**config.mk**
```make
export PLATFORM = sky130hd
export DESIGN_NAME = pesd_decoder
export DESIGN_NICKNAME = d
export VERILOG_FILES = /design/src/logic/pesd_pkg.sv /design/src/logic/pesd_elem_mem.sv /design/src/logic/pesd_decoder.sv
export VERILOG_INCLUDE_DIRS = /design/src /design/src/logic
export SDC_FILE = /design/constraint.sdc
export NUM_CORES = 1
export LEC_CHECK = 0
export BUFFER_PORTS_ARGS = -buffer_cell sky130_fd_sc_hd__buf_2
export CORE_MARGIN = 5
export CORE_UTILIZATION = 40
export CTS_CLUSTER_DIAMETER = 30
export CTS_CLUSTER_SIZE = 8
export DETAILED_ROUTE_END_ITERATION = 16
export HOLD_SLACK_MARGIN = 0.1
export PLACE_DENSITY = 0.65
export SLEW_MARGIN = 10
export SYNTH_ARGS = -nofsm -noshare
export SYNTH_HDL_FRONTEND = slang
export SYNTH_SLANG_ARGS = --single-unit
```
**constraint.sdc**
```tcl
create_clock -name clk -period 10.69 [get_ports clk]
set_input_delay 2.138 -clock clk [delete_from_list [all_inputs] [get_ports clk]]
set_output_delay 2.138 -clock clk [all_outputs]
set_load 0.05 [all_outputs]
```
**src/logic/pesd_defines.svh**
```systemverilog
// Constants for the element status command decoder: CDB layout, codes, limits.
// Assumes inclusion by bare name from the package; the design modules use its macros without including it.
`ifndef PESD_DEFINES_SVH
`define PESD_DEFINES_SVH

// Command identity.
`define PESD_OPCODE          8'h9E
`define PESD_SVC_ACT         5'h17

// Byte positions within the 16-byte command descriptor block.
`define PESD_B_OPC           4'h0
`define PESD_B_SA            4'h1
`define PESD_B_RSV_FIRST     4'h2
`define PESD_B_RSV_LAST      4'h5
`define PESD_B_START_FIRST   4'h6
`define PESD_B_START_LAST    4'h9
`define PESD_B_ALLOC_FIRST   4'hA
`define PESD_B_ALLOC_LAST    4'hD
`define PESD_B_OPTS          4'hE
`define PESD_B_CTRL          4'hF

// Field masks for bits that must read as zero.
`define PESD_SA_RSV_MASK     8'hE0
`define PESD_OPTS_RSV_MASK   8'h3C
`define PESD_CTRL_CHK_MASK   8'hFC

// Filter and report category codes.
`define PESD_FILT_ALL        2'h0
`define PESD_FILT_HEALTH     2'h1
`define PESD_RPT_PHYS        2'h0
`define PESD_RPT_STOR        2'h1

// Health codes that pass the health filter.
`define PESD_HLTH_LO         8'h65
`define PESD_HLTH_HI         8'hCF
`define PESD_HLTH_DEPOP_ERR  8'hFD
`define PESD_HLTH_DEPOP_BUSY 8'hFE
`define PESD_HLTH_DEPOP_OK   8'hFF

// Parameter data sizing: header bytes and log2 of descriptor bytes.
`define PESD_HDR_BYTES       32'h20
`define PESD_DESC_SHIFT      5

// Sense data for a malformed command.
`define PESD_SK_ILLEGAL      4'h5
`define PESD_ASC_INV_CDB     8'h24
`define PESD_ASCQ_INV_CDB    8'h00

`endif

```
**src/logic/pesd_pkg.sv**
```systemverilog
// Types shared by the element status command decoder and its element table.
// Assumes the defines header sits beside it in logic/.
`include "pesd_defines.svh"

package pesd_pkg;

  // Sequencer states of the decoder.
  typedef enum logic [2:0] {
    PESD_IDLE,
    PESD_CHECK,
    PESD_COUNT,
    PESD_EMIT
  } pesd_state_e;

  // One entry of the element table, kept by the health bookkeeping.
  typedef struct packed {
    logic        valid;
    logic        storage;
    logic [7:0]  elemType;
    logic [7:0]  health;
    logic [31:0] id;
  } pesd_rec_s;

endpackage : pesd_pkg

```
**src/logic/pesd_elem_mem.sv**
```systemverilog
// Small element table memory: one write port, one read port, registered read data.
// Assumes a single clock and a synchronous caller that tolerates one cycle of read latency.
`timescale 1ns/100ps

module pesd_elem_mem #(
  parameter int WIDTH = 50,
  parameter int DEPTH = 8,
  parameter int AW    = 3
) (
  // Clock.
  input  wire logic             clk,
  // Write side.
  input  wire logic             wrEn,
  input  wire logic [AW-1:0]    wrAddr,
  input  wire logic [WIDTH-1:0] wrData,
  // Read side.
  input  wire logic [AW-1:0]    rdAddr,
  output      logic [WIDTH-1:0] rdData
);

  logic [WIDTH-1:0] mem [DEPTH];

  // Storage has no reset; the bookkeeping marks unused entries invalid before use.
  always_ff @(posedge clk) begin
    if (wrEn) begin
      mem[wrAddr] <= wrData;
    end
    rdData <= mem[rdAddr];
  end

endmodule : pesd_elem_mem

```
**src/logic/pesd_decoder.sv**
```systemverilog
// Decoder and descriptor selector for the get-physical-element-status command.
// Assumes CDB bytes arrive from logic on the same clock, and that the bookkeeping
// keeps the element table in ascending order of element identifier.
`timescale 1ns/100ps

module pesd_decoder
  import pesd_pkg::*;
#(
  parameter int DEPTH = 8,
  parameter int AW    = 3
) (
  // Clock and reset.
  input  wire logic        clk,
  input  wire logic        reset_n,
  // Command descriptor bytes from the initiator side.
  input  wire logic        cdbValid,
  input  wire logic        cdbFirst,
  input  wire logic [7:0]  cdbByte,
  // Element table updates from the health bookkeeping.
  input  wire logic        elemWrEn,
  input  wire logic [AW-1:0] elemWrAddr,
  input  wire pesd_rec_s   elemWrData,
  // Command outcome.
  output      logic        busy,
  output      logic        done,
  output      logic        cdbForeign,
  output      logic        checkCond,
  output      logic [3:0]  senseKey,
  output      logic [7:0]  senseAsc,
  output      logic [7:0]  senseAscq,
  output      logic [31:0] totalCount,
  output      logic [31:0] returnedCount,
  // Selected descriptors toward the data-in path.
  output      logic        descValid,
  output      logic [31:0] descId,
  output      logic [7:0]  descType,
  output      logic [7:0]  descHealth
);

  typedef struct packed {
    pesd_state_e  st;
    logic [3:0]   byteIdx;
    logic         opOk;
    logic         rsvdBad;
    logic [31:0]  startId;
    logic [31:0]  allocLen;
    logic [1:0]   filter;
    logic [1:0]   rptType;
    logic [AW:0]  scanAddr;
    logic         pend;
    logic [31:0]  total;
    logic [31:0]  ret;
    logic [31:0]  emitted;
    logic         busy;
    logic         done;
    logic         foreign;
    logic         checkCond;
    logic [3:0]   senseKey;
    logic [7:0]   senseAsc;
    logic [7:0]   senseAscq;
    logic         descValid;
    logic [31:0]  descId;
    logic [7:0]   descType;
    logic [7:0]   descHealth;
  } pesd_regs_s;

  pesd_regs_s r_ff;
  pesd_regs_s nxt_r;
  logic [1:0] rstSync_ff;
  logic       rstN;
  pesd_rec_s  rdRec;
  logic [31:0] fitCnt;
  logic [3:0] idx;

  // Decide whether one table entry belongs in the element descriptors list.
  function automatic logic qualifies(input pesd_rec_s rec, input logic [31:0] startId,
                                     input logic [1:0] filter, input logic [1:0] rptType);
    logic hOk;
    logic tOk;
    hOk = (rec.health >= `PESD_HLTH_LO && rec.health <= `PESD_HLTH_HI) ||
          (rec.health >= `PESD_HLTH_DEPOP_ERR);
    hOk = (filter == `PESD_FILT_ALL) || hOk;
    tOk = (rptType == `PESD_RPT_PHYS) || rec.storage;
    return rec.valid && (rec.id >= startId) && hOk && tOk;
  endfunction : qualifies

  // Reset is released through two flops so every state flop leaves reset on one edge.
  always_ff @(posedge clk or negedge reset_n) begin
    if (!reset_n) begin
      rstSync_ff <= 2'h0;
    end else begin
      rstSync_ff <= {rstSync_ff[0], 1'b1};
    end
  end
  assign rstN = rstSync_ff[1];

  pesd_elem_mem #(
    .WIDTH ($bits(pesd_rec_s)),
    .DEPTH (DEPTH),
    .AW    (AW)
  ) u_mem (
    .clk    (clk),
    .wrEn   (elemWrEn),
    .wrAddr (elemWrAddr),
    .wrData (elemWrData),
    .rdAddr (r_ff.scanAddr[AW-1:0]),
    .rdData (rdRec)
  );

  // Descriptors that fit after the header within the allocation length.
  assign fitCnt = (r_ff.allocLen < `PESD_HDR_BYTES) ? 32'h0 :
                  ((r_ff.allocLen - `PESD_HDR_BYTES) >> `PESD_DESC_SHIFT);
  assign idx = cdbFirst ? `PESD_B_OPC : r_ff.byteIdx;

  // Next-state logic for the whole decoder. The table may change while a scan runs;
  // counts of two identical commands may then differ, which the protocol allows.
  always_comb begin
    nxt_r           = r_ff;
    nxt_r.done      = 1'b0;
    nxt_r.foreign   = 1'b0;
    nxt_r.descValid = 1'b0;
    case (r_ff.st)
      PESD_IDLE: begin
        if (cdbValid) begin
          nxt_r.byteIdx = idx + 4'h1;
          if (idx == `PESD_B_OPC) begin
            nxt_r.opOk    = (cdbByte == `PESD_OPCODE);
            nxt_r.rsvdBad = 1'b0;
          end else if (idx == `PESD_B_SA) begin
            nxt_r.opOk    = r_ff.opOk && (cdbByte[4:0] == `PESD_SVC_ACT);
            nxt_r.rsvdBad = |(cdbByte & `PESD_SA_RSV_MASK);
          end else if (idx >= `PESD_B_RSV_FIRST && idx <= `PESD_B_RSV_LAST) begin
            nxt_r.rsvdBad = r_ff.rsvdBad || (|cdbByte);
          end else if (idx >= `PESD_B_START_FIRST && idx <= `PESD_B_START_LAST) begin
            nxt_r.startId = {r_ff.startId[23:0], cdbByte};
          end else if (idx >= `PESD_B_ALLOC_FIRST && idx <= `PESD_B_ALLOC_LAST) begin
            nxt_r.allocLen = {r_ff.allocLen[23:0], cdbByte};
          end else if (idx == `PESD_B_OPTS) begin
            nxt_r.filter  = cdbByte[7:6];
            nxt_r.rptType = cdbByte[1:0];
            nxt_r.rsvdBad = r_ff.rsvdBad || (|(cdbByte & `PESD_OPTS_RSV_MASK));
          end else begin
            nxt_r.rsvdBad = r_ff.rsvdBad || (|(cdbByte & `PESD_CTRL_CHK_MASK));
            nxt_r.byteIdx = `PESD_B_OPC;
            nxt_r.st      = PESD_CHECK;
            nxt_r.busy    = 1'b1;
          end
        end
      end
      PESD_CHECK: begin
        if (!r_ff.opOk) begin
          // Some other command: leave it to the decoder that owns it.
          nxt_r.foreign = 1'b1;
          nxt_r.busy    = 1'b0;
          nxt_r.st      = PESD_IDLE;
        end else if (r_ff.rsvdBad || r_ff.filter[1] || r_ff.rptType[1]) begin
          nxt_r.checkCond = 1'b1;
          nxt_r.senseKey  = `PESD_SK_ILLEGAL;
          nxt_r.senseAsc  = `PESD_ASC_INV_CDB;
          nxt_r.senseAscq = `PESD_ASCQ_INV_CDB;
          nxt_r.done      = 1'b1;
          nxt_r.busy      = 1'b0;
          nxt_r.st        = PESD_IDLE;
        end else begin
          nxt_r.checkCond = 1'b0;
          nxt_r.senseKey  = 4'h0;
          nxt_r.senseAsc  = 8'h00;
          nxt_r.senseAscq = 8'h00;
          nxt_r.total     = 32'h0;
          nxt_r.emitted   = 32'h0;
          nxt_r.scanAddr  = '0;
          nxt_r.pend      = 1'b0;
          nxt_r.st        = PESD_COUNT;
        end
      end
      PESD_COUNT, PESD_EMIT: begin
        // Read issued at scanAddr; data for the previous address arrives now.
        if (r_ff.scanAddr < (AW+1)'(DEPTH)) begin
          nxt_r.scanAddr = r_ff.scanAddr + (AW+1)'(1);
          nxt_r.pend     = 1'b1;
        end else begin
          nxt_r.pend     = 1'b0;
        end
        if (r_ff.pend && qualifies(rdRec, r_ff.startId, r_ff.filter, r_ff.rptType)) begin
          if (r_ff.st == PESD_COUNT) begin
            nxt_r.total = r_ff.total + 32'h1;
          end else if (r_ff.emitted < r_ff.ret) begin
            // Table order is ascending, so emission order is ascending too.
            nxt_r.descValid  = 1'b1;
            nxt_r.descId     = rdRec.id;
            nxt_r.descType   = rdRec.elemType;
            nxt_r.descHealth = rdRec.health;
            nxt_r.emitted    = r_ff.emitted + 32'h1;
          end
        end
        if (r_ff.scanAddr == (AW+1)'(DEPTH) && !r_ff.pend) begin
          nxt_r.scanAddr = '0;
          if (r_ff.st == PESD_COUNT) begin
            nxt_r.ret = (r_ff.total < fitCnt) ? r_ff.total : fitCnt;
            nxt_r.st  = PESD_EMIT;
          end else begin
            nxt_r.done = 1'b1;
            nxt_r.busy = 1'b0;
            nxt_r.st   = PESD_IDLE;
          end
        end
      end
      default: begin
        nxt_r.st   = PESD_IDLE;
        nxt_r.busy = 1'b0;
      end
    endcase
  end

  // State register on the synchronised reset.
  always_ff @(posedge clk or negedge rstN) begin
    if (!rstN) begin
      r_ff    <= '0;
      r_ff.st <= PESD_IDLE;
    end else begin
      r_ff <= nxt_r;
    end
  end

  // Outputs come straight from the state register.
  assign busy          = r_ff.busy;
  assign done          = r_ff.done;
  assign cdbForeign    = r_ff.foreign;
  assign checkCond     = r_ff.checkCond;
  assign senseKey      = r_ff.senseKey;
  assign senseAsc      = r_ff.senseAsc;
  assign senseAscq     = r_ff.senseAscq;
  assign totalCount    = r_ff.total;
  assign returnedCount = r_ff.ret;
  assign descValid     = r_ff.descValid;
  assign descId        = r_ff.descId;
  assign descType      = r_ff.descType;
  assign descHealth    = r_ff.descHealth;

endmodule : pesd_decoder

```
== Yosys cells after proc, flatten, opt, wreduce, memory -nomap -nowiden ==
Memory sizes are Yosys's and may differ from the RTL's. A register that Yosys moved wholly into a read port is not among the register bits.
Index checks and enable logic that the tools add are counted.
Word-level totals
  bits in registers: 253
  memory bits (writable): 400
  output and inout port bits: 137
  word-level logic and storage cells: 190
  memories kept: 1
Memory list
  u_mem.mem: depth 8, width 50, read ports 1, clocked after Yosys merged registers in 1, write ports 1, RTL line pesd_elem_mem.sv:21  | logic [WIDTH-1:0] mem [DEPTH];
Operators by class
  $add $sub $neg: 5
  magnitude comparators: 14
  equality and inequality tests: 26
  mux-type cells: 68
  bitwise gates (word level): 6
  reductions and logical operators: 45
Operator list (count)
  $mux W32: 10
  $mux W68: 3
  $mux W49: 4
  $mux W77: 1
  $mux W37: 2
  $pmux W37 S2: 1
  $add A32 B1 Y32 const B: 2
  $pmux W32 S2: 1
  $mux W21: 2
  $mux W7: 6
  $mux W36: 1
  $ge A32 B32 Y1: 1
  $lt A32 B27 Y1: 1
  $lt A32 B32 Y1: 1
  $lt A32 B6 Y1 const B: 1
  $sub A32 B6 Y32 const B: 1
  $ne A2 B2 Y1 const B: 14
  $mux W27: 1
  $mux W22: 1
  $mux W4: 5
  $mux W1: 19
  $reduce_and A8 Y1: 2
  $mux W2: 6
  $reduce_and A4 Y1: 3
  other kinds (41): 75

== Logic depth before layout (Yosys ltp) ==
  depth in word-level cells: 10
  depth in mapped cells: 16
  depth with buffers taken out: 14

== Cells and area by module ==
Synthesis repeated with hierarchy kept, for this count alone.
Second synthesis, totals
  cell total of the unflattened synthesis: 2111
  area, all modules: 30618.1 um2
By module, submodules not included
  pesd_elem_mem: instances 1, cells each 641, area each 16450.8 um2, seq. area each 13012.5 um2
  pesd_decoder: instances 1, cells each 1470, area each 14167.3 um2, seq. area each 5805.6 um2

== Least setup slack after synthesis ==
Ideal clock, no wire load.
  path type: in2reg
  start: in elemWrAddr[0]
  end: mem u_mem.mem[0][0], enable pin
  setup time: 520 ps
  data arrival time: 5730 ps
  setup slack: 4440 ps
  stages on the path: 2
  buffers on the path: 0
  cells stage by stage: nand2b_1 nor3_1
RTL lines
  from (decl): RTL line pesd_decoder.sv:21  | input wire logic [AW-1:0] elemWrAddr,
  to (decl): RTL line pesd_elem_mem.sv:21
No word-level cell before the write port.

== Final worst setup path ==
  start: reg r_ff[191] (netlist bit)
  end: reg r_ff, in the netlist returnedCount[20]
Between the ends
  longest elaborated chain between the ends: 4
RTL lines
  from (decl): RTL line pesd_decoder.sv:67  | pesd_regs_s r_ff;
  from (signal assigned): RTL line pesd_decoder.sv:221  | r_ff <= nxt_r;
  $sub A32 B6 Y32 (no line) or $lt A32 B6 Y1 (tied branches)
  $mux W27 *: RTL line pesd_decoder.sv:111  | assign fitCnt = (r_ff.allocLen < `PESD_HDR_BYTES) ? 32'h0 :
  $lt A32 B27 Y1: RTL line pesd_decoder.sv:199  | nxt_r.ret = (r_ff.total < fitCnt) ? r_ff.total : fitCnt;
  $mux W32 *: RTL line pesd_decoder.sv:199
Every way passes the cells marked *; elsewhere a longest branch is shown, timed or not.
A chain may end at the register's enable or synchronous reset.

==> key figures <==
Run status
  • Run status: complete, no violations

Final layout
  • Layout Nets: about 2500
  • Layout Cell Area excl Fill: roughly 37000 um2
  • Storage element area: 18800 um2
  • Multi-input logic area: roughly 10000 um2
  • Area added between synthesis and finish: 20.3%
  • Filler cell count: between 6000 and 7000
  • Layout cell share with drive strength beyond 1: 29.8%

Power
  • Switching portion of total power: 27.1%
  • Clock network power share: around 50%
  • Max IR drop VDD: 186 uV
  • PD cells: ~240 nW/um2
  • Combinational Power Share: 14.9%
  • Int Power: 6540 uW
  • Portion of total power attributed to sequential cells: a little over a third
  • Static leakage: about 0.015 uW
  • Switching pwr: 2430 uW

Global routing
  • Global-route usage over all layers: between 10% and 20%
  • Antenna violations before repair: 17
  • Via count of the first global-routing pass: 19000
  • Pin count of the biggest net entering global routing: 71
  • First-pass GRT wire length: between 100000 and 150000 um
  • GRT Residual Overflow: 0

Floorplanning
  • Die Outline Area: ~82000 um2
  • Rows: 101
  • Starting density of the core: between 40% and 50%
  • Core region area: 76100 um2
  • Width of the chip: between 200 and 300 um
  • I/O pin total: about 200
  • Vertical die dimension: 287 um

Clocking
  • Source-to-sink clock delay at the later pin of the worst-skew pair: 720 ps
  • Post-CTS sizing: 0
  • Clock tree from TritonCTS: built
  • Clock-pin transition on the worst setup and hold timing paths: roughly 40 ps
  • CTS root buf: sky130_fd_sc_hd__clkbuf_16
  • H-tree levels: 4
  • Maximum count of clock buffers along a single path: 3
  • Number of buffers inserted for hold repair after clock tree synthesis: 0
  • Setup fix buffers added after clock tree synthesis: 0
  • Num CTS Buffers: approximately 150
  • Clock net sink count: 682

Critical path
  • Required time of the critical path: 11250 ps
  • Signal arrival time at the worst endpoint: about 5900 ps
  • Cells along the critical path: nor4_1 > nand4b_1 > nor3b_4 > a21o_1 > ha_1 > or4_1 > a31oi_1 > nand2_1 > o31ai_4 > buf_4 > a211oi_1 > a221o_1
  • Crit Path Max Fanout: 31
  • Maximum cell stage delay along the critical path: 680 ps
  • Worst path slowest cell: sky130_fd_sc_hd__nor3b_4
  • Family with the most delay on the worst path: simple AND/OR/NAND/NOR gates
  • Number of buffers and inverters on the critical path: 1
  • Crit Path Class: register to register
  • Critical Path Source Type: register
  • Setup crit end kind: register

Yosys
  • Cell types occupying the most area after synthesis: sky130_fd_sc_hd__edfxtp_1 39%, sky130_fd_sc_hd__dfrtp_1 19%, sky130_fd_sc_hd__mux4_2 7.3%
  • Count of synthesis-stage warnings from yosys: 0
  • Fraction of synthesis flops using an asynchronous set or reset pin: 34.0%
  • Mapped Area: ~31000 um2
  • Area share of the leading cell type in the synthesized netlist: around two fifths
  • Synth Register Bits: between 600 and 700
  • Number of standard cells after synthesis: ~2200
  • Synth Flop Type: sky130_fd_sc_hd__edfxtp_1
  • Cell accounting for the most synthesized area: sky130_fd_sc_hd__edfxtp_1
  • Fraction of the yosys area taken by sequential cells: between 60% and 70%
  • Syn_area_per_cell: roughly 14 um2
  • Post-synth EDFFs: 400
  • Yosys cell types: a little under 80

Place
  • Post-detailed-placement half-perimeter wirelength: between 40000 and 50000 um
  • Port-buffer cells: around 190
  • Placed Instance Area: 31800 um2
  • Last weighted congestion value of the routability-driven placer: 0.889

Timing
  • Hold violation total from the final report: 0
  • Final Skew: 60.6 ps
  • Max Transition Viols Final: 0
  • Timing-limited maximum frequency: roughly 0.19 GHz
  • Normalized max-slew margin: 22.6%
  • Clock period minus final worst setup slack: approximately 5300 ps
  • Unrepaired setup endpoints after global routing: false
  • Finish-stage setup viols: 0
  • Setup_tns: 0 ps
  • Pin slew with the least headroom to its limit: about 1200 ps
  • Final critical-path share of the clock period: roughly half

Route
  • Remaining routing DRC violations: 0
  • Routed length per instance: roughly 22 um
  • Detailed router's first-iteration violation count: approximately 1500
  • Routed vias/inst: 5.40
  • ANT nets after route: 0
  • Number of detailed-routing iterations run before antenna repair: 5
  • Vias post-DR: around 19000
  • Drt total wl: 75200 um

Job
  • Max-cap viol count: 0

Min path
  • Type of the tightest min-delay check: register to async pin
==> sequential cells by signal, summed over array words and instances, names as in the netlist, 2 cells and up <==
register	flops
u_mem.mem	400
r_ff	113
u_mem.rdData	50
descId	32
returnedCount	32
totalCount	32
descHealth	8
descType	8
rstSync_ff	2
==> stage by stage <==
stage / power (uW) / instances / util [%] / hold WS, ps / setup WS, ps
final: 8970 / 3451 / 48.5 / 303 / 5380
after global routing: 9360 / 3446 / 48.5 / 361 / 5000
after CTS: 9060 / 3445 / 48.5 / 343 / 5480
after detailed placement: 4540 / 3176 / 41.8 / 335 / 5550
after global placement: 4510 / 3176 / 41.8 / 331 / 5680
after floorplan: 4180 / 2169 / - / 331 / 3750
==> per-layer routing <==
metal | GRT usage, % | vias to the layer above | wire length, um
met4 | 5.81 | 18 | 1700
li1 | - | 8415 | -
met1 | 23.8 | 9441 | 31300
met3 | 5.30 | 127 | 5500
met5 | 0 | - | 113
met2 | 29.6 | 624 | 36600
==> cell families (layout without fill, tap and decap cells) <==
family	Yosys count	count (layout)	share of synthesized area [%]
compound gates	310	310	6.91
xor+xnor	18	18	0.514
fa+ha+maj	99	99	4.04
buf+inv	323	569	5.74
flops	682	682	61.3
mux	267	267	13.4
other cells	2	23	0.0245
simple gates	453	453	8.09
==> cell type report <==
cell class	count	area share, %
diodes	6	0.0407
clock buffers	206	11.1
clock inverters	63	2.60
inverters	85	0.864
multi-input cells	1164	27.7
flip-flops and latches	682	51.0
well taps	1030	3.49
repair buffers	215	3.11
==> power groups by stage <==
stage	clock [uW]	combinational, uW	sequential (uW)
floorplan	0	1060	3120
global placement	0	1300	3210
detailed placement	0	1330	3220
CTS	4550	1330	3170
global route	4710	1470	3190
finish	4470	1340	3160
==> synth_stat cells (all sizes together), types with 50 or more instances <==
cell type	n
a21oi	68
buf	173
clkbuf	65
dfrtp	232
dfxtp	50
edfxtp	400
ha	99
inv	85
mux2	141
mux4	100
nand2	110
nor2	51
o21ai	61
==> worst paths after layout <==
kind                                         start  slack (ps)                            end  depth (start not counted)
max                          r_ff[191]$_DFFE_PN0P_        5380  returnedCount[20]$_DFFE_PN0P_                         12
min                        rstSync_ff[1]$_DFF_PN0_         300  returnedCount[29]$_DFFE_PN0P_                          0
max reg2reg                  r_ff[191]$_DFFE_PN0P_        5380  returnedCount[20]$_DFFE_PN0P_                         12
min reg2reg                rstSync_ff[1]$_DFF_PN0_         300  returnedCount[29]$_DFFE_PN0P_                          0
max in group asynchronous  rstSync_ff[1]$_DFF_PN0_        8090          r_ff[171]$_DFFE_PN0P_                          2
min in group clk           rstSync_ff[0]$_DFF_PN0_         350        rstSync_ff[1]$_DFF_PN0_                          0
==> cells in the final DEF (no fill, tap or decap), types with 35 or more instances in the layout <==
cell type,instances
sky130_fd_sc_hd__clkbuf_1,38
sky130_fd_sc_hd__nand4_1,37
sky130_fd_sc_hd__clkbuf_16,147
sky130_fd_sc_hd__o21ai_0,60
sky130_fd_sc_hd__nand2_1,109
sky130_fd_sc_hd__or4_1,35
sky130_fd_sc_hd__mux4_2,100
sky130_fd_sc_hd__mux2_2,140
sky130_fd_sc_hd__inv_1,85
sky130_fd_sc_hd__dfxtp_1,50
sky130_fd_sc_hd__a21oi_1,68
sky130_fd_sc_hd__edfxtp_1,400
sky130_fd_sc_hd__buf_2,186
sky130_fd_sc_hd__nand3_1,44
sky130_fd_sc_hd__ha_1,99
sky130_fd_sc_hd__nand2b_1,46
sky130_fd_sc_hd__nor2_1,45
sky130_fd_sc_hd__dfrtp_1,228
(Power assumes the default switching activity.)
